`src/rtl/ubfbg_pkg.sv`:
```
// Purpose: constants for the break-field uart with baud generator
// Assumes: axi4-lite register access, 32-bit data, one aligned word per register
// Notes: offsets are byte addresses
package ubfbg_pkg;
    localparam logic [7:0] UBFBG_OFS_MODE = 8'h00;
    localparam logic [7:0] UBFBG_OFS_LINE = 8'h04;
    localparam logic [7:0] UBFBG_OFS_CKSEL = 8'h08;
    localparam logic [7:0] UBFBG_OFS_DIV = 8'h0c;
    localparam logic [7:0] UBFBG_OFS_TXH = 8'h10;
    localparam logic [7:0] UBFBG_OFS_RXH = 8'h14;
    localparam logic [7:0] UBFBG_OFS_ERR = 8'h18;
    localparam logic [7:0] UBFBG_OFS_STAT = 8'h1c;
    localparam int UBFBG_B_POWER = 7;
    localparam int UBFBG_B_TXE = 6;
    localparam int UBFBG_B_RXE = 5;
    localparam int UBFBG_B_RXFLAG = 7;
    localparam int UBFBG_B_RXTRIG = 6;
    localparam int UBFBG_B_TXTRIG = 5;
    localparam int UBFBG_B_LEN_HI = 4;
    localparam int UBFBG_B_LEN_LO = 2;
    localparam logic [7:0] UBFBG_RST_RXH = 8'hff;
    localparam logic [7:0] UBFBG_RST_DIV = 8'hff;
    localparam logic [4:0] UBFBG_BREAK_BASE = 5'h0d;
    localparam logic [4:0] UBFBG_BREAK_MIN_RX = 5'h0b;
    localparam logic [3:0] UBFBG_CK_MAXDIV = 4'ha;
    localparam logic [3:0] UBFBG_CK_TIMER = 4'hb;
    localparam logic [1:0] UBFBG_RESP_OK = 2'h0;
    localparam logic [1:0] UBFBG_RESP_SLVERR = 2'h2;
endpackage

```
`src/rtl/ubfbg_divider.sv`:
```
// Purpose: 8-bit half-bit divider counter
// Assumes: tick is one base-clock pulse
// Notes: half pulses every k ticks, so a bit is 2k ticks
`timescale 1ns/10ps
`default_nettype none
module ubfbg_divider (
    // clock and control
    input wire logic aclk,
    input wire logic aresetn,
    input wire logic ce,
    input wire logic run,
    input wire logic clear,
    input wire logic tick,
    input wire logic [7:0] k,
    // half-bit pulse
    output logic half
);
    logic [7:0] cnt;
    // count ticks, wrap at k; a stopped counter sits at zero, but only while enabled
    always_ff @(posedge aclk) begin
        if (!aresetn) begin
            cnt <= 8'h00;
            half <= 1'b0;
        end else if (ce) begin
            half <= 1'b0;
            if (!run) begin
                cnt <= 8'h00;
            end else if (clear) begin
                cnt <= 8'h00;
            end else if (tick) begin
                if (cnt + 8'h01 >= k) begin
                    cnt <= 8'h00;
                    half <= 1'b1;
                end else begin
                    cnt <= cnt + 8'h01;
                end
            end
        end
    end
endmodule
`default_nettype wire

```
`src/rtl/ubfbg_top.sv`:
```
// Purpose: uart break-field transmit/receive with dedicated baud generator
// Assumes: single clock aclk, synchronous active-low reset, axi4-lite slave
// Notes: bit frame is 8n1 with no parity; error flags stay zero in break mode
`timescale 1ns/10ps
`default_nettype none
module ubfbg_top (
    // clock, reset, enable
    input wire logic aclk,
    input wire logic aresetn,
    input wire logic ce,
    // write address
    input wire logic [7:0] s_awaddr,
    input wire logic s_awvalid,
    output logic s_awready,
    // write data
    input wire logic [31:0] s_wdata,
    input wire logic [3:0] s_wstrb,
    input wire logic s_wvalid,
    output logic s_wready,
    // write response
    output logic [1:0] s_bresp,
    output logic s_bvalid,
    input wire logic s_bready,
    // read address
    input wire logic [7:0] s_araddr,
    input wire logic s_arvalid,
    output logic s_arready,
    // read data
    output logic [31:0] s_rdata,
    output logic [1:0] s_rresp,
    output logic s_rvalid,
    input wire logic s_rready,
    // serial pins and timer source
    input wire logic serial_in,
    input wire logic timer_output_source,
    output logic serial_out,
    // events
    output logic tx_done_irq,
    output logic rx_done_irq
);
    import ubfbg_pkg::*;

    typedef enum logic [3:0] {
        UBFBG_T_IDLE = 4'b0001,
        UBFBG_T_BRK = 4'b0010,
        UBFBG_T_DATA = 4'b0100,
        UBFBG_T_WAIT = 4'b1000
    } ubfbg_tx_e;
    typedef enum logic [2:0] {
        UBFBG_R_IDLE = 3'b001,
        UBFBG_R_START = 3'b010,
        UBFBG_R_DATA = 3'b100
    } ubfbg_rx_e;

    logic [7:0] operation_mode_reg;
    logic [7:0] line_control_reg;
    logic [7:0] clock_select_reg;
    logic [7:0] baud_divisor_reg;
    logic [7:0] tx_holding;
    logic tx_full;
    logic [7:0] rx_holding;
    logic [7:0] rx_shifter;
    logic [7:0] rx_error_status;
    logic [7:0] aw_addr;
    logic aw_have;
    logic [31:0] w_data;
    logic w_have;
    logic [10:0] pre;
    logic tmr_q1, tmr_q2, tmr_q3;
    logic in_q1, in_q2, smp_a, smp_b, rx_level;
    ubfbg_tx_e tx_st;
    ubfbg_rx_e rx_st;
    logic [5:0] tx_halves;
    logic [3:0] tx_bits;
    logic [8:0] tx_shift;
    logic [5:0] rx_halves;
    logic [4:0] rx_width;
    logic [3:0] rx_bits;
    logic rx_low_run;

    // field decode
    wire unit_power_on = operation_mode_reg[UBFBG_B_POWER];
    wire tx_enable_bit = operation_mode_reg[UBFBG_B_TXE];
    wire rx_enable_bit = operation_mode_reg[UBFBG_B_RXE];
    wire break_tx_trigger = line_control_reg[UBFBG_B_TXTRIG];
    wire break_rx_trigger = line_control_reg[UBFBG_B_RXTRIG];
    wire break_rx_flag = line_control_reg[UBFBG_B_RXFLAG];
    wire [2:0] break_length_select = line_control_reg[UBFBG_B_LEN_HI:UBFBG_B_LEN_LO];
    wire [3:0] base_clock_select = clock_select_reg[3:0];
    wire [7:0] divisor_value = baud_divisor_reg;
    wire tx_run = unit_power_on && tx_enable_bit;
    wire rx_run = unit_power_on && rx_enable_bit;
    wire [4:0] break_bits = UBFBG_BREAK_BASE + {2'b00, break_length_select};

    // base clock tick: prescaler carry or timer rising edge, gated by power
    wire [11:0] pre_next = {1'b0, pre} + 12'h001;
    wire [11:0] carry = pre_next ^ {1'b0, pre};
    wire pre_tick = (base_clock_select == 4'h0) ? 1'b1 : carry[base_clock_select];
    wire tmr_tick = tmr_q2 && !tmr_q3;
    wire sel_ok = base_clock_select <= UBFBG_CK_TIMER;
    wire base_tick = unit_power_on && sel_ok && ((base_clock_select == UBFBG_CK_TIMER) ? tmr_tick : pre_tick);

    // bus handshakes
    logic w_strb0;
    logic w_data_strb;
    assign w_data_strb = w_strb0;
    wire do_write = aw_have && w_have && !s_bvalid;
    wire do_read = s_arvalid && s_arready;
    // next channel state, so the readies can come from flip-flops
    wire next_aw_have = (aw_have || (s_awvalid && s_awready)) && !do_write;
    wire next_w_have = (w_have || (s_wvalid && s_wready)) && !do_write;
    wire next_bvalid = do_write || (s_bvalid && !s_bready);
    wire next_rvalid = do_read || (s_rvalid && !s_rready);
    wire w_mode = do_write && aw_addr == UBFBG_OFS_MODE && w_data_strb;
    wire w_line = do_write && aw_addr == UBFBG_OFS_LINE && w_data_strb;
    wire w_cksel = do_write && aw_addr == UBFBG_OFS_CKSEL && w_data_strb;
    wire w_div = do_write && aw_addr == UBFBG_OFS_DIV && w_data_strb;
    wire w_txh = do_write && aw_addr == UBFBG_OFS_TXH && w_data_strb;
    wire w_ok = aw_addr == UBFBG_OFS_MODE || aw_addr == UBFBG_OFS_LINE || aw_addr == UBFBG_OFS_CKSEL
        || aw_addr == UBFBG_OFS_DIV || aw_addr == UBFBG_OFS_TXH;

    // dividers
    logic tx_half, rx_half;
    wire tx_clear = (w_txh || break_tx_trigger) && tx_st == UBFBG_T_IDLE;
    wire tx_frame_next = tx_st == UBFBG_T_DATA && tx_half && tx_halves == 6'h01 && tx_bits == 4'h9 && tx_full;
    wire rx_fall = rx_st == UBFBG_R_IDLE && !rx_level && rx_low_run;
    ubfbg_divider u_txdiv (
        .aclk(aclk),
        .aresetn(aresetn),
        .ce(ce),
        .run(tx_run),
        .clear(tx_clear || tx_frame_next),
        .tick(base_tick),
        .k(divisor_value),
        .half(tx_half)
    );
    ubfbg_divider u_rxdiv (
        .aclk(aclk),
        .aresetn(aresetn),
        .ce(ce),
        .run(rx_run && rx_st != UBFBG_R_IDLE),
        .clear(1'b0),
        .tick(base_tick),
        .k(divisor_value),
        .half(rx_half)
    );

    // prescaler and synchronisers
    always_ff @(posedge aclk) begin
        if (!aresetn) begin
            pre <= 11'h000;
            tmr_q1 <= 1'b0;
            tmr_q2 <= 1'b0;
            tmr_q3 <= 1'b0;
            in_q1 <= 1'b1;
            in_q2 <= 1'b1;
        end else if (ce) begin
            pre <= pre_next[10:0];
            tmr_q1 <= timer_output_source;
            tmr_q2 <= tmr_q1;
            tmr_q3 <= tmr_q2;
            in_q1 <= serial_in;
            in_q2 <= in_q1;
        end
    end

    // noise filter on base clock: level moves when two samples agree
    always_ff @(posedge aclk) begin
        if (!aresetn) begin
            smp_a <= 1'b1;
            smp_b <= 1'b1;
            rx_level <= 1'b1;
        end else if (ce && base_tick) begin
            smp_a <= in_q2;
            smp_b <= smp_a;
            if (smp_a == smp_b) begin
                rx_level <= smp_b;
            end
        end
    end

    // bus channel capture
    always_ff @(posedge aclk) begin
        if (!aresetn) begin
            aw_have <= 1'b0;
            w_have <= 1'b0;
            aw_addr <= 8'h00;
            w_data <= 32'h0000_0000;
            w_strb0 <= 1'b0;
            s_bvalid <= 1'b0;
            s_bresp <= UBFBG_RESP_OK;
            s_awready <= 1'b1;
            s_wready <= 1'b1;
        end else if (ce) begin
            if (s_awvalid && s_awready) begin
                aw_have <= 1'b1;
                aw_addr <= s_awaddr;
            end
            if (s_wvalid && s_wready) begin
                w_have <= 1'b1;
                w_data <= s_wdata;
                w_strb0 <= s_wstrb[0];
            end
            if (do_write) begin
                aw_have <= 1'b0;
                w_have <= 1'b0;
                s_bvalid <= 1'b1;
                s_bresp <= w_ok ? UBFBG_RESP_OK : UBFBG_RESP_SLVERR;
            end else if (s_bvalid && s_bready) begin
                s_bvalid <= 1'b0;
            end
            s_awready <= !next_aw_have && !next_bvalid;
            s_wready <= !next_w_have && !next_bvalid;
        end
    end

    // read path
    wire r_err = s_araddr == UBFBG_OFS_ERR;
    wire r_rxh = s_araddr == UBFBG_OFS_RXH;
    logic [7:0] r_mux;
    always_comb begin
        r_mux = 8'h00;
        if (s_araddr == UBFBG_OFS_MODE) begin
            r_mux = operation_mode_reg;
        end else if (s_araddr == UBFBG_OFS_LINE) begin
            r_mux = line_control_reg;
        end else if (s_araddr == UBFBG_OFS_CKSEL) begin
            r_mux = clock_select_reg;
        end else if (s_araddr == UBFBG_OFS_DIV) begin
            r_mux = baud_divisor_reg;
        end else if (s_araddr == UBFBG_OFS_TXH) begin
            r_mux = tx_holding;
        end else if (r_rxh) begin
            r_mux = rx_holding;
        end else if (r_err) begin
            r_mux = rx_error_status;
        end else if (s_araddr == UBFBG_OFS_STAT) begin
            r_mux = {6'h00, tx_full, tx_st != UBFBG_T_IDLE};
        end
    end
    wire r_ok = s_araddr <= UBFBG_OFS_STAT && s_araddr[1:0] == 2'b00;
    always_ff @(posedge aclk) begin
        if (!aresetn) begin
            s_rvalid <= 1'b0;
            s_arready <= 1'b1;
            s_rdata <= 32'h0000_0000;
            s_rresp <= UBFBG_RESP_OK;
        end else if (ce) begin
            if (do_read) begin
                s_rvalid <= 1'b1;
                s_rdata <= {24'h000000, r_mux};
                s_rresp <= r_ok ? UBFBG_RESP_OK : UBFBG_RESP_SLVERR;
            end else if (s_rvalid && s_rready) begin
                s_rvalid <= 1'b0;
            end
            s_arready <= !next_rvalid;
        end
    end

    // transmitter: break field and 8n1 frames
    wire tx_bit_end = tx_half && tx_halves == 6'h01;
    always_ff @(posedge aclk) begin
        if (!aresetn) begin
            tx_st <= UBFBG_T_IDLE;
            tx_halves <= 6'h00;
            tx_bits <= 4'h0;
            tx_shift <= 9'h1ff;
            serial_out <= 1'b1;
            tx_done_irq <= 1'b0;
        end else if (ce) begin
            tx_done_irq <= 1'b0;
            if (!tx_run) begin
                tx_st <= UBFBG_T_IDLE;
                serial_out <= 1'b1;
            end else begin
                case (tx_st)
                    UBFBG_T_IDLE: begin
                        serial_out <= 1'b1;
                        tx_halves <= 6'h02;
                        if (break_tx_trigger) begin
                            tx_st <= UBFBG_T_BRK;
                            tx_bits <= 4'h0;
                            tx_halves <= {break_bits, 1'b0};
                        end else if (tx_full) begin
                            tx_st <= UBFBG_T_DATA;
                            tx_bits <= 4'h0;
                            tx_shift <= {tx_holding, 1'b0};
                        end
                    end
                    UBFBG_T_BRK: begin
                        serial_out <= 1'b0;
                        if (tx_half) begin
                            tx_halves <= tx_halves - 6'h01;
                            if (tx_halves == 6'h01) begin
                                tx_st <= UBFBG_T_IDLE;
                                serial_out <= 1'b1;
                                tx_done_irq <= 1'b1;
                            end
                        end
                    end
                    UBFBG_T_DATA: begin
                        serial_out <= tx_shift[0];
                        if (tx_half) begin
                            tx_halves <= tx_halves - 6'h01;
                            if (tx_bit_end) begin
                                tx_halves <= 6'h02;
                                tx_shift <= {1'b1, tx_shift[8:1]};
                                tx_bits <= tx_bits + 4'h1;
                                if (tx_bits == 4'h9) begin
                                    tx_st <= UBFBG_T_WAIT;
                                    tx_done_irq <= 1'b1;
                                end
                            end
                        end
                    end
                    default: begin
                        tx_st <= UBFBG_T_IDLE;
                    end
                endcase
            end
        end
    end

    // receiver: start check, bit shifting, break width
    wire rx_mid = rx_half && rx_halves == 6'h01;
    wire is_break = break_rx_trigger;
    always_ff @(posedge aclk) begin
        if (!aresetn) begin
            rx_st <= UBFBG_R_IDLE;
            rx_halves <= 6'h00;
            rx_bits <= 4'h0;
            rx_width <= 5'h00;
            rx_shifter <= 8'hff;
            rx_done_irq <= 1'b0;
            rx_low_run <= 1'b1; // idle line level, no false edge
        end else if (ce) begin
            rx_done_irq <= 1'b0;
            rx_low_run <= rx_level;
            if (!rx_run) begin
                rx_st <= UBFBG_R_IDLE;
            end else begin
                case (rx_st)
                    UBFBG_R_IDLE: begin
                        if (rx_fall) begin
                            rx_st <= UBFBG_R_START;
                            rx_halves <= 6'h01;
                            rx_width <= 5'h00;
                        end
                    end
                    UBFBG_R_START: begin
                        if (rx_half) begin
                            if (rx_level) begin
                                rx_st <= UBFBG_R_IDLE;
                            end else begin
                                rx_st <= UBFBG_R_DATA;
                                rx_halves <= 6'h02;
                                rx_bits <= 4'h0;
                                rx_width <= 5'h01;
                            end
                        end
                    end
                    UBFBG_R_DATA: begin
                        if (rx_half) begin
                            rx_halves <= rx_halves - 6'h01;
                        end
                        if (rx_mid) begin
                            rx_halves <= 6'h02;
                            if (is_break) begin
                                if (rx_level) begin
                                    rx_st <= UBFBG_R_IDLE;
                                    rx_done_irq <= rx_width >= UBFBG_BREAK_MIN_RX;
                                end else if (rx_width != 5'h1f) begin
                                    rx_width <= rx_width + 5'h01;
                                end
                            end else begin
                                rx_bits <= rx_bits + 4'h1;
                                if (rx_bits == 4'h8) begin
                                    rx_st <= UBFBG_R_IDLE;
                                    rx_done_irq <= 1'b1;
                                end else begin
                                    rx_shifter <= {rx_level, rx_shifter[7:1]};
                                end
                            end
                        end
                    end
                    default: begin
                        rx_st <= UBFBG_R_IDLE;
                    end
                endcase
            end
        end
    end
    wire brk_ok = rx_st == UBFBG_R_DATA && rx_mid && is_break && rx_level && rx_width >= UBFBG_BREAK_MIN_RX;
    wire norm_done = rx_st == UBFBG_R_DATA && rx_mid && !is_break && rx_bits == 4'h8;
    wire frm_err = norm_done && !rx_level;
    wire tx_load = tx_st == UBFBG_T_IDLE && tx_run && tx_full && !break_tx_trigger;
    wire brk_tx_end = tx_st == UBFBG_T_BRK && tx_half && tx_halves == 6'h01;

    // register file
    always_ff @(posedge aclk) begin
        if (!aresetn) begin
            operation_mode_reg <= 8'h00;
            line_control_reg <= 8'h00;
            clock_select_reg <= 8'h00;
            baud_divisor_reg <= UBFBG_RST_DIV;
            tx_holding <= 8'h00;
            tx_full <= 1'b0;
            rx_holding <= UBFBG_RST_RXH;
            rx_error_status <= 8'h00;
        end else if (ce) begin
            if (w_mode) begin
                operation_mode_reg <= w_data[7:0];
            end
            if (w_cksel) begin
                clock_select_reg <= {4'h0, w_data[3:0]};
            end
            if (w_div) begin
                baud_divisor_reg <= w_data[7:0];
            end
            if (w_line) begin
                line_control_reg[UBFBG_B_LEN_HI:0] <= w_data[UBFBG_B_LEN_HI:0];
                line_control_reg[UBFBG_B_TXTRIG] <= w_data[UBFBG_B_TXTRIG] && tx_run;
                line_control_reg[UBFBG_B_RXTRIG] <= w_data[UBFBG_B_RXTRIG] && rx_run;
                line_control_reg[UBFBG_B_RXFLAG] <= w_data[UBFBG_B_RXTRIG] && rx_run;
            end
            if (brk_tx_end) begin
                line_control_reg[UBFBG_B_TXTRIG] <= 1'b0;
            end
            if (brk_ok) begin
                line_control_reg[UBFBG_B_RXTRIG] <= 1'b0;
                line_control_reg[UBFBG_B_RXFLAG] <= 1'b0;
            end
            if (tx_load) begin
                tx_full <= 1'b0;
            end
            if (w_txh) begin
                tx_holding <= w_data[7:0];
                tx_full <= 1'b1;
            end
            if (do_read && r_err) begin
                rx_error_status <= 8'h00;
            end
            if (norm_done) begin
                rx_error_status[1] <= frm_err;
                if (rx_level) begin
                    rx_holding <= rx_shifter;
                end
            end
        end
    end
endmodule
`default_nettype wire

```
`config.mk`:
```
export PLATFORM = sky130hd
export DESIGN_NAME = ubfbg_top
export DESIGN_NICKNAME = d
export VERILOG_FILES = /design/src/rtl/ubfbg_pkg.sv /design/src/rtl/ubfbg_divider.sv /design/src/rtl/ubfbg_top.sv
export SDC_FILE = /design/constraint.sdc
export NUM_CORES = 1
export LEC_CHECK = 0
export ABC_CLOCK_PERIOD_IN_PS = 7750
export BUFFER_PORTS_ARGS = -buffer_cell sky130_fd_sc_hd__buf_2
export CORE_MARGIN = 10
export CORE_UTILIZATION = 40
export CTS_CLUSTER_DIAMETER = 120
export CTS_CLUSTER_SIZE = 20
export DETAILED_ROUTE_END_ITERATION = 8
export PLACE_DENSITY = 0.55
export SLEW_MARGIN = 25
export SYNTH_ARGS = -nofsm -noshare
export SYNTH_HDL_FRONTEND = slang
export SYNTH_SLANG_ARGS = --single-unit
export TNS_END_PERCENT = 10
```
`constraint.sdc`:
```
create_clock -name aclk -period 7.75 [get_ports aclk]
set_clock_uncertainty 0.2 [all_clocks]
set_input_delay 0.3875 -clock aclk [delete_from_list [all_inputs] [get_ports aclk]]
set_output_delay 0.3875 -clock aclk [all_outputs]
set_load 0.05 [all_outputs]
```
# After elaboration in Yosys (flattened, before gate mapping)
# Cells that the tools add are included.
# Widths: inputs -> output; s select.
# classes
n_mux,110
addsub,9
n_reduce_logical,124
magnitude_cmp,6
eq_ne,55
bitwise_logic,3
# ops
operator,count
$mux 8,14
$mux 4,16
$logic_and 1x1->1,55
$mux 6,9
$reduce_and 2->1,21
$eq 8x5->1 const B,5
$mux 9,4
$pmux 6 s3,2
$mux 1,35
$mux 5,7
$eq 8x4->1 const B,4
$reduce_and 7->1,4
$mux 3,8
$ne 2x2->1 const B,11
$reduce_bool 2->1,10
$pmux 9 s2,1
$reduce_and 6->1,3
$add 8x1->8 const B,2
$eq 8x3->1 const B,2
$ge 8x8->1,2
$logic_not 8->1,2
$pmux 4 s2,2
$ne 3x2->1 const B,5
$ne 3x3->1 const B,5
40 further kinds,78
# totals
regBits,172
word_cells,356

# Logic depth before layout (Yosys ltp)
# Gate-level depths: netlist of the first run.
# logic_depth
ltp_word,10
ltp_mapped,12
depth_no_buf,11

# Hierarchy
# Synthesis of the first run repeated with hierarchy kept, for this count alone.
# unflattened
hier_cells,1044
area_unflattened_um2,8694.6
# modules_own_cells
module,area_per_inst_um2,instances,cells_each
ubfbg_top,7453.4,1,914
ubfbg_divider,620.6,2,65

# Worst setup path before layout of the first run
# OpenSTA, ideal clock, no wires.
# synth_path
path_kind,register to register
start,register u_txdiv.cnt[0]
end,register u_txdiv.cnt[4]
path_buffers,1
path_stages_with_launch,13
setup_ns,0.087
arrival_time_ns,2.710
t_required_ns,7.463
slack_ns,4.753
period_less_slack_ns,2.997
cell_sequence,dfxtp_1 > ha_1 > nand3_1 > nor2_1 > xor2_1 > ha_1 > a21oi_1 > nor2b_1 > a311oi_1 > or3b_1 > buf_2 > or2_1 > o31ai_1
# synth_between
elab_chain_len,6
# synth_rtl
element,line,text
from (decl),ubfbg_divider.sv:18,logic [7:0] cnt;
from (signal assigned),ubfbg_divider.sv:35,cnt <= cnt + 8'h01;
$add 8x1->8 *,"ubfbg_divider.sv:31, ubfbg_divider.sv:35",
$ge 8x8->1,ubfbg_divider.sv:31,if (cnt + 8'h01 >= k) begin
$mux 8 *,ubfbg_divider.sv:31,
$mux 8 *,ubfbg_divider.sv:30,end else if (tick) begin
$mux 8 *,ubfbg_divider.sv:28,end else if (clear) begin
$mux 8 *,ubfbg_divider.sv:26,if (!run) begin
# Every way passes the cells marked *; elsewhere a longest branch is shown, timed or not. The select of a mux whose other input is x is not followed.
# A chain may end at the register's enable or synchronous reset.

# Final worst setup path of the first run
# layout_path
start,register u_txdiv.cnt[0]
end,register u_txdiv.cnt[5]
# Same word-level chain as after synthesis.

==> results of run 1 <==
## placed cells by master (no fill, tap or decap), types with 5 or more instances in the layout
| cell type | count |
|---|---|
| o311ai_0 | 8 |
| xor2_1 | 17 |
| a211o_1 | 6 |
| nor2_1 | 109 |
| a31oi_1 | 8 |
| nor4_1 | 5 |
| nor3_1 | 15 |
| nand4_1 | 10 |
| nand3_1 | 40 |
| buf_4 | 7 |
| o22ai_1 | 6 |
| mux2_2 | 5 |
| a21oi_1 | 73 |
| o21ai_1 | 5 |
| and3_1 | 8 |
| dfxtp_1 | 169 |
| ha_1 | 31 |
| a211oi_1 | 11 |
| clkbuf_16 | 17 |
| inv_1 | 32 |
| a22oi_1 | 6 |
| nand2_1 | 155 |
| o21ai_0 | 42 |
| xnor2_1 | 10 |
| or3_1 | 13 |
| nand2b_1 | 13 |
| mux2i_1 | 54 |
| and2_1 | 6 |
| o211ai_1 | 17 |
| conb_1 | 26 |
| nor2b_1 | 10 |
| buf_2 | 52 |
| dlygate4sd3_1 | 17 |
## cells in the mapped netlist, drive strengths merged (5+ instances only)
library cell,n,area share (%)
nand2,156,6.8
nand4,10,0.72
buf,36,2.9
and3,8,0.57
nor4,5,0.36
xor2,17,1.7
inv,33,1.4
a211o,6,0.60
o211ai,17,1.5
clkbuf,46,2.0
dfxtp,169,39
a211oi,11,0.95
or2,5,0.36
nand2b,13,0.93
a22oi,6,0.52
o21ai,47,2.7
nor3,15,0.86
nor2,111,4.8
or3,13,0.93
and2,6,0.43
ha,31,4.5
nand3,40,2.3
mux2,5,0.65
mux2i,54,6.2
o311ai,9,0.91
a21oi,74,4.3
nor2b,10,0.72
a31oi,8,0.57
xnor2,10,1.0
o22ai,6,0.43
## logic make-up after synthesis
family                     count (synthesis)
and+or+nand+nor                          421
AOI/OAI and AO/OA                        232
DFF                                      169
buffers and inverters                    115
muxes                                     61
adders and majority gates                 31
xor gates and xnor gates                  27
other                                      1
## routing by layer
layer / up-vias / global-route usage, %
met5: - / 0
met4: 0 / 4.05
met3: 17 / 3.65
met2: 126 / 25.4
met1: 3487 / 21.4
li1: 3773 / -
## cell type report
| cell class | count | area, sq um |
|---|---|---|
| repair buffers | 76 | 483 |
| flip-flops and latches | 169 | 3380 |
| clock inverters | 12 | 91.3 |
| inverters | 33 | 125 |
| clock buffers | 20 | 447 |
| fillers | 2196 | 11500 |
| well taps | 275 | 344 |
| multi-input cells | 798 | 4880 |
## per-stage QoR
step / total power [mW] / cells / instance area [sq um] / setup slack [ns] / hold slack (ns)
after floorplan: 1.02 / 1082 / 8800 / 4.75 / 0.232
after global placement: 1.04 / 1334 / 9040 / 4.27 / 0.243
after detailed placement: 1.04 / 1334 / 9040 / 4.36 / 0.249
after CTS: 1.84 / 1383 / 9750 / 4.30 / 0.00112
after global routing: 1.88 / 1383 / 9750 / 4.01 / 0.0207
final: 1.82 / 1383 / 9750 / 4.28 / 0.0127
## what timing repair did
item | in CTS | in global routing
hold buffers | 17 | 0
endpoints found under the hold margin | 17 | 0
gates resized for setup | 0 | 0
## where the power goes
group | total (mW) | switching [mW] | internal, mW
combinational | 0.133 | 0.0960 | 0.0373
clock | 0.792 | 0.370 | 0.422
sequential | 0.893 | 0.0135 | 0.879
## worst max path at each step
stage                   start             end  slack, ns  cells after the start
6_report       u_txdiv.cnt[0]  u_txdiv.cnt[5]       4.28                     11
4_1_cts        u_txdiv.cnt[0]  u_txdiv.cnt[4]       4.30                     11
2_1_floorplan  u_txdiv.cnt[0]  u_txdiv.cnt[4]       4.75                     12
3_5_place_dp   u_txdiv.cnt[0]  u_txdiv.cnt[4]       4.36                     11
5_1_grt        u_txdiv.cnt[0]  u_txdiv.cnt[5]       4.01                     11
3_3_place_gp   u_txdiv.cnt[0]  u_txdiv.cnt[5]       4.27                     11
## critical path: stages (launching register included)
cell and delay [ns]:
dfxtp_1 0.42, ha_1 0.26, nand3_1 0.19, nor2_1 0.17
xor2_1 0.25, ha_1 0.29, a21oi_1 0.15, nor2b_1 0.06
a311oi_1 0.34, or3b_1 0.53, or2_1 0.32, o31ai_1 0.20
==> results.cfg, run 1 <==
[floorplanning]
dieArea_sq_mm = 0.0281
fp.dieH_um = 168
initial_core_util_pct = 41.0
fp-row-count = 53
io_pins = 106
core-area_sq_mm = 0.0212
die_w_um = 168

[critical_path]
cp-start-kind = register
crit-reg2reg-launch = u_txdiv.cnt[0]
ff2ff_setup_slack_ns = 4.28
r2r-end = u_txdiv.cnt[5]
crit_required_ns = 7.90
path_class = register to register
worstPathArrival_ns = 3.61
worstRegToRegCells = 11
critical_path.max_fanout = 9
crit_path_end_kind = register

[clock_network]
clk_pin_slew_ns = 0.07
cts_tree = built
post_cts_buffers = 0
clk_latency_ns = 0.43
cts.sinks = 169
max-clock-path-buffers = 2
numCtsBuffers = 17
h-tree-depth = 4
clockRootBuffer = clkbuf_16

[synth]
yosys_warnings = 0
synth_xor_area_share_pct = 2.72
async_flop_share_pct = 0
synth_ff_type = dfxtp_1
syn_area_sq_mm = 0.00871
synth_top_family_by_area = simple AND/OR/NAND/NOR gates
muxShareOfSynthArea_pct = 7.37
ys_seq_elements = 169
yosysUniqueCellTypes = 78
synth_seq_area_share_pct = 38.9
synth-edff-count = 0
synth-simple-area-share_pct = 22.8
avgSynthCellArea_sq_um = 8.24
syn_inst = 1057
synthAdderAreaFrac_pct = 4.45
synth_compound_area_share_pct = 17.5

[layout]
largestRegisters = pre: 11 flops, tx_shift: 9 flops
drive_above_1_share_pct = 9.84
finalNetCount = 1188
syn2layout_area_growth_pct = 12.0
fin_util_pct = 45.9
largest_register_ffs = 11
n_antenna_cell = 0
max_flop_register = pre

[global_route]
antenna_found_initial = 0
overflow = 0
grt_usage_pct = 16.0
grt_pass1_wl_um = 37500
grt_max_degree = 62
grt_pass1_vias = 7064

[route]
wl_met1_um = 11100
via_count = 7403
first_pass_iters = 5
wl_per_cell_um = 16.5
dr_wl_met2_um = 10500
avgViaCountPerCell = 5.35
top_layer_used = met4
dr_wl_met3_um = 962
wl_um = 22800
drcViolationCount = 0
ant_nets = 0
drt_iter0_markers = 364

[hold_path]
holdPathEnd = tmr_q1
holdCritStartpoint = timer_output_source
hp-class = primary input to register
min_path_cells = 3

[sta]
max_freq_mhz = 289
finalSetupViolCount = 0
hold_violations = 0
slew_violations = 0
finalCriticalPeriod_ns = 3.47
worst_pin_slew_ns = 0.935
fin_tns_setup_ns = 0
fin_crit_sh_pct = 44.7
rsz0062_at_grt = false
relSlewSlack_pct = 37.5

[place]
routabilityCongestion = 0.832
numPortBuffers = 52
hpwlAfterDp_um = 15900

[job]
cap_viol_max_count = 0

[status]
status = completed

[power]
p_per_area_mw_per_mm2 = 186
leakage_nw = 3.98
ir_drop_mv = 0.117
Power figures use the tool's default switching activity.
==> run 2: changes to the inputs <==
--- a/config.mk
+++ b/config.mk
@@ -5,7 +5,8 @@
 export SDC_FILE = /design/constraint.sdc
 export NUM_CORES = 1
 export LEC_CHECK = 0
-export ABC_CLOCK_PERIOD_IN_PS = 7750
+export ABC_AREA = 1
+export ABC_CLOCK_PERIOD_IN_PS = 3500
 export BUFFER_PORTS_ARGS = -buffer_cell sky130_fd_sc_hd__buf_2
 export CORE_MARGIN = 10
 export CORE_UTILIZATION = 40
==> constraint.sdc (replaced) <==
create_clock -name aclk -period 3.5 [get_ports aclk]
set_clock_uncertainty 0.2 [all_clocks]
set_input_delay 0.175 -clock aclk [delete_from_list [all_inputs] [get_ports aclk]]
set_output_delay 0.175 -clock aclk [all_outputs]
set_load 0.05 [all_outputs]
==> results.cfg, run 2 <==
[status]
status = completed

[floorplanning]
initial_core_util_pct = 40.4
dieArea_sq_mm = 0.0292
fp-row-count = 55
core-area_sq_mm = 0.0225
io_pins = 106
die_w_um = 171
fp.dieH_um = 171

[sta]
hold_violations = 0
relSlewSlack_pct = 30.2
rsz0062_at_grt = false
worst_pin_slew_ns = 1.05
finalSetupViolCount = 0
max_freq_mhz = 346
fin_tns_setup_ns = 0
slew_violations = 0
holdWs_ns = 0.126
finalCriticalPeriod_ns = 2.89
fin_crit_sh_pct = 82.6

[critical_path]
crit_path_end_kind = register
critical_path.max_fanout = 24
cp-start-kind = primary input
path_cells = dlygate4sd3_1, buf_2, inv_2, nor2_1, clkinv_1, nor4_1, dlygate4sd3_1, nor2_1
worst-path-stages = 8
worstPathArrival_ns = 3.02
critPathTopFamily = buffers and inverters
slowest_delay_ns = 0.58
worstRegToRegCells = 16
worst-path-buf-inv = 5
crit_required_ns = 3.63
path_class = primary input to register
crit_path_top_delay_cell = dlygate4sd3_1

[clock_network]
max-clock-path-buffers = 2
cts.sinks = 169
numCtsBuffers = 17
cts_tree = built
cts_resized = 0
post_cts_buffers = 0
clk_latency_ns = 0.43
h-tree-depth = 4
clockRootBuffer = clkbuf_16
clk_pin_slew_ns = 0.06

[layout]
drive_above_1_share_pct = 11.6
fin_util_pct = 46.2
syn2layout_area_growth_pct = 14.3
mostFrequentLayoutCells = nand2_1 (233), dfxtp_1 (169), inv_1 (168), nor2_1 (128), a21oi_1 (109)
finalNetCount = 1447
n_antenna_cell = 0
final_common_cell = nand2_1
max_flop_register = pre
largestRegisters = pre: 11 flops, tx_shift: 9 flops
largest_register_ffs = 11

[synth]
synth_seq_area_share_pct = 37.2
async_flop_share_pct = 0
synth.top_cell.area_share_pct = 37.2
synth_area_leader_cell = dfxtp_1
synth_ff_type = dfxtp_1
synth-edff-count = 0
syn_area_sq_mm = 0.00909
avgSynthCellArea_sq_um = 7.08
synth_most_common_cell = nand2_1
yosys-top-cells-count = nand2_1 (233), dfxtp_1 (169), inv_1 (168)
yosys-top-cells-area = dfxtp_1 (37%), nand2_1 (9.6%), inv_1 (6.9%)
yosysUniqueCellTypes = 51
ys_seq_elements = 169
syn_inst = 1285
yosys_warnings = 0

[power]
leakage_nw = 4.72
p_per_area_mw_per_mm2 = 413
ir_drop_mv = 0.330

[place]
routabilityCongestion = 0.858
hpwlAfterDp_um = 17800
numPortBuffers = 52

[hold_path]
hp-class = primary input to register
min_path_cells = 6

[route]
drcViolationCount = 0
ant_nets = 0
top_layer_used = met4
dr_wl_met3_um = 1250
via_count = 8271
avgViaCountPerCell = 5.01
wl_met1_um = 12300
first_pass_iters = 5
wl_um = 24300
drt_iter0_markers = 460
dr_wl_met2_um = 10400
wl_per_cell_um = 14.7

[job]
cap_viol_max_count = 0

[global_route]
grt_pass1_vias = 7673
antenna_found_initial = 0
grt_usage_pct = 16.8
overflow = 0
grt_max_degree = 101
grt_pass1_wl_um = 39500
## run 2: cell type report
type,count,area (sq um)
clock buffers,19,443
multi-input cells,897,4760
fillers,2369,12100
well taps,285,357
clock inverters,12,174
inverters,182,683
flip-flops and latches,169,3380
repair buffers,87,598
## run 2: timing repair
item,CTS,global route
hold endpoints to repair,40,0
setup endpoints to repair,0,0
hold buffers,30,0
## run 2: cell families (layout without fill, tap and decap cells)
logic type / Yosys count / count (layout) / synth area share, %
compound gates: 288 / 288 / 18.8
simple gates: 538 / 538 / 26.9
fa+ha+maj: 31 / 31 / 4.26
xor+xnor: 14 / 14 / 1.35
flops: 169 / 169 / 37.2
buf+inv: 244 / 300 / 11.5
other cells: 1 / 26 / 0.0412
## run 2: metrics by stage
stage                     setup slack [ns]  area, sq um  power, mW  cells
after floorplan                       1.11         9190       2.26   1310
after detailed placement             0.772         9480       2.32   1590
after global placement               0.787         9480       2.32   1590
after CTS                            0.608        10400       4.34   1651
final                                0.609        10400       4.30   1651
after global routing                 0.374        10400       4.45   1651
## run 2: path summary, 6_finish.rpt
kind | to | slack [ns] | startpoint
worst min register to register | w_data_strb | 0.25 | w_data_strb
worst max register to register | u_txdiv.cnt[4] | 0.74 | u_txdiv.cnt[0]
worst min-delay path | rx_error_status[1] | 0.13 | s_araddr[3]
worst max-delay path | s_rresp[1] | 0.61 | ce
## run 2: worst reg2reg max path, cell delays in order (launching register included)
cell	delay (ns)
dfxtp_1	0.41
ha_1	0.21
nand3_1	0.11
nor2_1	0.20
nand3_1	0.10
nand2_1	0.11
inv_1	0.05
ha_1	0.26
nand2_1	0.08
a21oi_1	0.04
nor2_1	0.09
nand3_1	0.30
nor2_1	0.18
nand2_1	0.06
nor2_1	0.10
nand2_1	0.06
a21oi_1	0.12
## run 2: metal layers
metal,global-route usage (%),up-vias
li1,-,4326
met1,23.7,3741
met2,25.3,178
met3,3.23,26
met4,4.77,0
met5,0,-
## run 2: power breakdown
part	leakage (nW)	switching, mW	internal (mW)
clock	0.303	0.788	1.21
combinational	3.05	0.244	0.0854
sequential	1.37	0.0191	1.95
==> run 3: changes to the inputs <==
--- a/config.mk
+++ b/config.mk
@@ -6,7 +6,7 @@
 export NUM_CORES = 1
 export LEC_CHECK = 0
 export ABC_AREA = 1
-export ABC_CLOCK_PERIOD_IN_PS = 3500
+export ABC_CLOCK_PERIOD_IN_PS = 2700
 export BUFFER_PORTS_ARGS = -buffer_cell sky130_fd_sc_hd__buf_2
 export CORE_MARGIN = 10
 export CORE_UTILIZATION = 40
==> constraint.sdc (replaced) <==
create_clock -name aclk -period 2.7 [get_ports aclk]
set_clock_uncertainty 0.2 [all_clocks]
set_input_delay 0.135 -clock aclk [delete_from_list [all_inputs] [get_ports aclk]]
set_output_delay 0.135 -clock aclk [all_outputs]
set_load 0.05 [all_outputs]
==> results.cfg, run 3 (synthesis gave the netlist of run 2 again) <==
[status]
status = completed

[clock_network]
numCtsBuffers = 17
clk_pin_slew_ns = 0.07
clk_latency_ns = 0.43
post_cts_buffers = 0
clockRootBuffer = clkbuf_16
cts_tree = built
max-clock-path-buffers = 2
cts.sinks = 169
h-tree-depth = 4

[sta]
rsz0062_at_grt = true
relSlewSlack_pct = 45.2
fin_crit_sh_pct = 94.3
worst_pin_slew_ns = 0.820
setup_slack_ns = 0.154
fin_tns_setup_ns = 0
finalSetupViolCount = 0
finalCriticalPeriod_ns = 2.55
hold_violations = 0
max_freq_mhz = 393
slew_violations = 0

[route]
ant_nets = 0
drcViolationCount = 0
first_pass_iters = 5
via_count = 8397
wl_per_cell_um = 15.1
drt_iter0_markers = 499
avgViaCountPerCell = 5.04
wl_um = 25200

[floorplanning]
initial_core_util_pct = 40.4
die_w_um = 171
fp.dieH_um = 171
io_pins = 106
fp-row-count = 55
dieArea_sq_mm = 0.0292
core-area_sq_mm = 0.0225

[global_route]
grt_pass1_wl_um = 40900
grt_usage_pct = 17.4
antenna_found_initial = 0
grt_max_degree = 55
grt_pass1_vias = 7917
overflow = 0

[critical_path]
critical_path.max_fanout = 5
worstRegToRegCells = 15
ff2ff_setup_slack_ns = 0.15
crit_path_end_kind = register
crit_required_ns = 2.87
cp-start-kind = register
crit_start = u_rxdiv.cnt[0]
worstPathArrival_ns = 2.72
crit-reg2reg-launch = u_rxdiv.cnt[0]
endpoint = u_rxdiv.cnt[6]
path_class = register to register
r2r-end = u_rxdiv.cnt[6]

[place]
pre_cts_slack_ns = 0.150
routabilityCongestion = 0.850
hpwlAfterDp_um = 18300
numPortBuffers = 52
post-place-cells = 1605

[layout]
mostFrequentLayoutCells = nand2_1 (233), inv_1 (168), dfxtp_1 (166), nor2_1 (126), a21oi_1 (109)
largestRegisters = pre: 11 flops, tx_shift: 9 flops
final_common_cell = nand2_1
syn2layout_area_growth_pct = 16.0
drive_above_1_share_pct = 13.3
fin_util_pct = 46.9
fin_cells = 1667
max_flop_register = pre
n_antenna_cell = 0
largest_register_ffs = 11
finalNetCount = 1464

[power]
power_mw = 5.51
leakage_nw = 4.79
p_per_area_mw_per_mm2 = 522
ir_drop_mv = 0.434

[hold_path]
hp-class = primary input to register

[job]
cap_viol_max_count = 0
[run 3: changes by cell type in the layout (fill, tap and decap cells not counted), sizes merged]
cell / change
clkinv: -5
inv: +3
dlygate4sd3: +2
clkinvlp: +3
buf: +15
bufinv: -2
[run 3: layout make-up]
type / count / area [sq um]
clock buffer: 19 / 453
clock inverter: 11 / 139
inverter: 182 / 683
multi-input combinational: 897 / 4790
fill: 2287 / 12000
sequential: 169 / 3390
tap: 285 / 357
timing repair buffer: 104 / 743
[run 3: per-layer routing]
metal  vias up  part of all wire [%]  track usage (%)
met3        22                   4.7             3.34
met1      3837                    50             24.2
met2       164                    44             27.0
met4         0                   1.2             4.42
li1       4374                     -                -
met5         -                     0                0
[run 3: worst min path at each step]
stage               slack (ns)        start  depth (start not counted)           to
global route              0.04           ce                          3       tmr_q3
detailed placement        0.15    serial_in                          3        in_q1
finish                    0.02           ce                          3       pre[0]
global placement          0.15    serial_in                          3        in_q1
CTS                       0.02           ce                          4  rx_done_irq
floorplan                 0.06  s_araddr[5]                          2   s_rresp[1]
[run 3: through the flow]
stage	hold slack, ns	instance area [sq um]
floorplan	0.0606	9190
global placement	0.147	9610
detailed placement	0.149	9610
CTS	0.0224	10500
global route	0.0360	10600
finish	0.0244	10600
[run 3: what timing repair did]
item	CTS	global route
endpoints found under the setup margin	0	18
gates resized for setup	0	10
hold buffers	32	0
endpoints found under the hold margin	26	0
[run 3: where the power goes]
group	total [mW]	switching [mW]	internal, mW
combinational	0.438	0.318	0.120
sequential	2.55	0.0239	2.53
clock	2.51	1.09	1.42
total	5.51	1.43	4.07
[run 3: critical path, stage by stage (launching register included)]
cell and delay [ns]:
dfxtp_2 0.34, nand3_1 0.15, inv_1 0.06, nand2_1 0.05
inv_1 0.04, or2_2 0.26, nand2_1 0.08, inv_1 0.05
ha_1 0.28, a21o_1 0.18, nor2_1 0.11, nand3_1 0.11
buf_4 0.17, nor3_1 0.23, nand2_2 0.08, a21oi_2 0.10
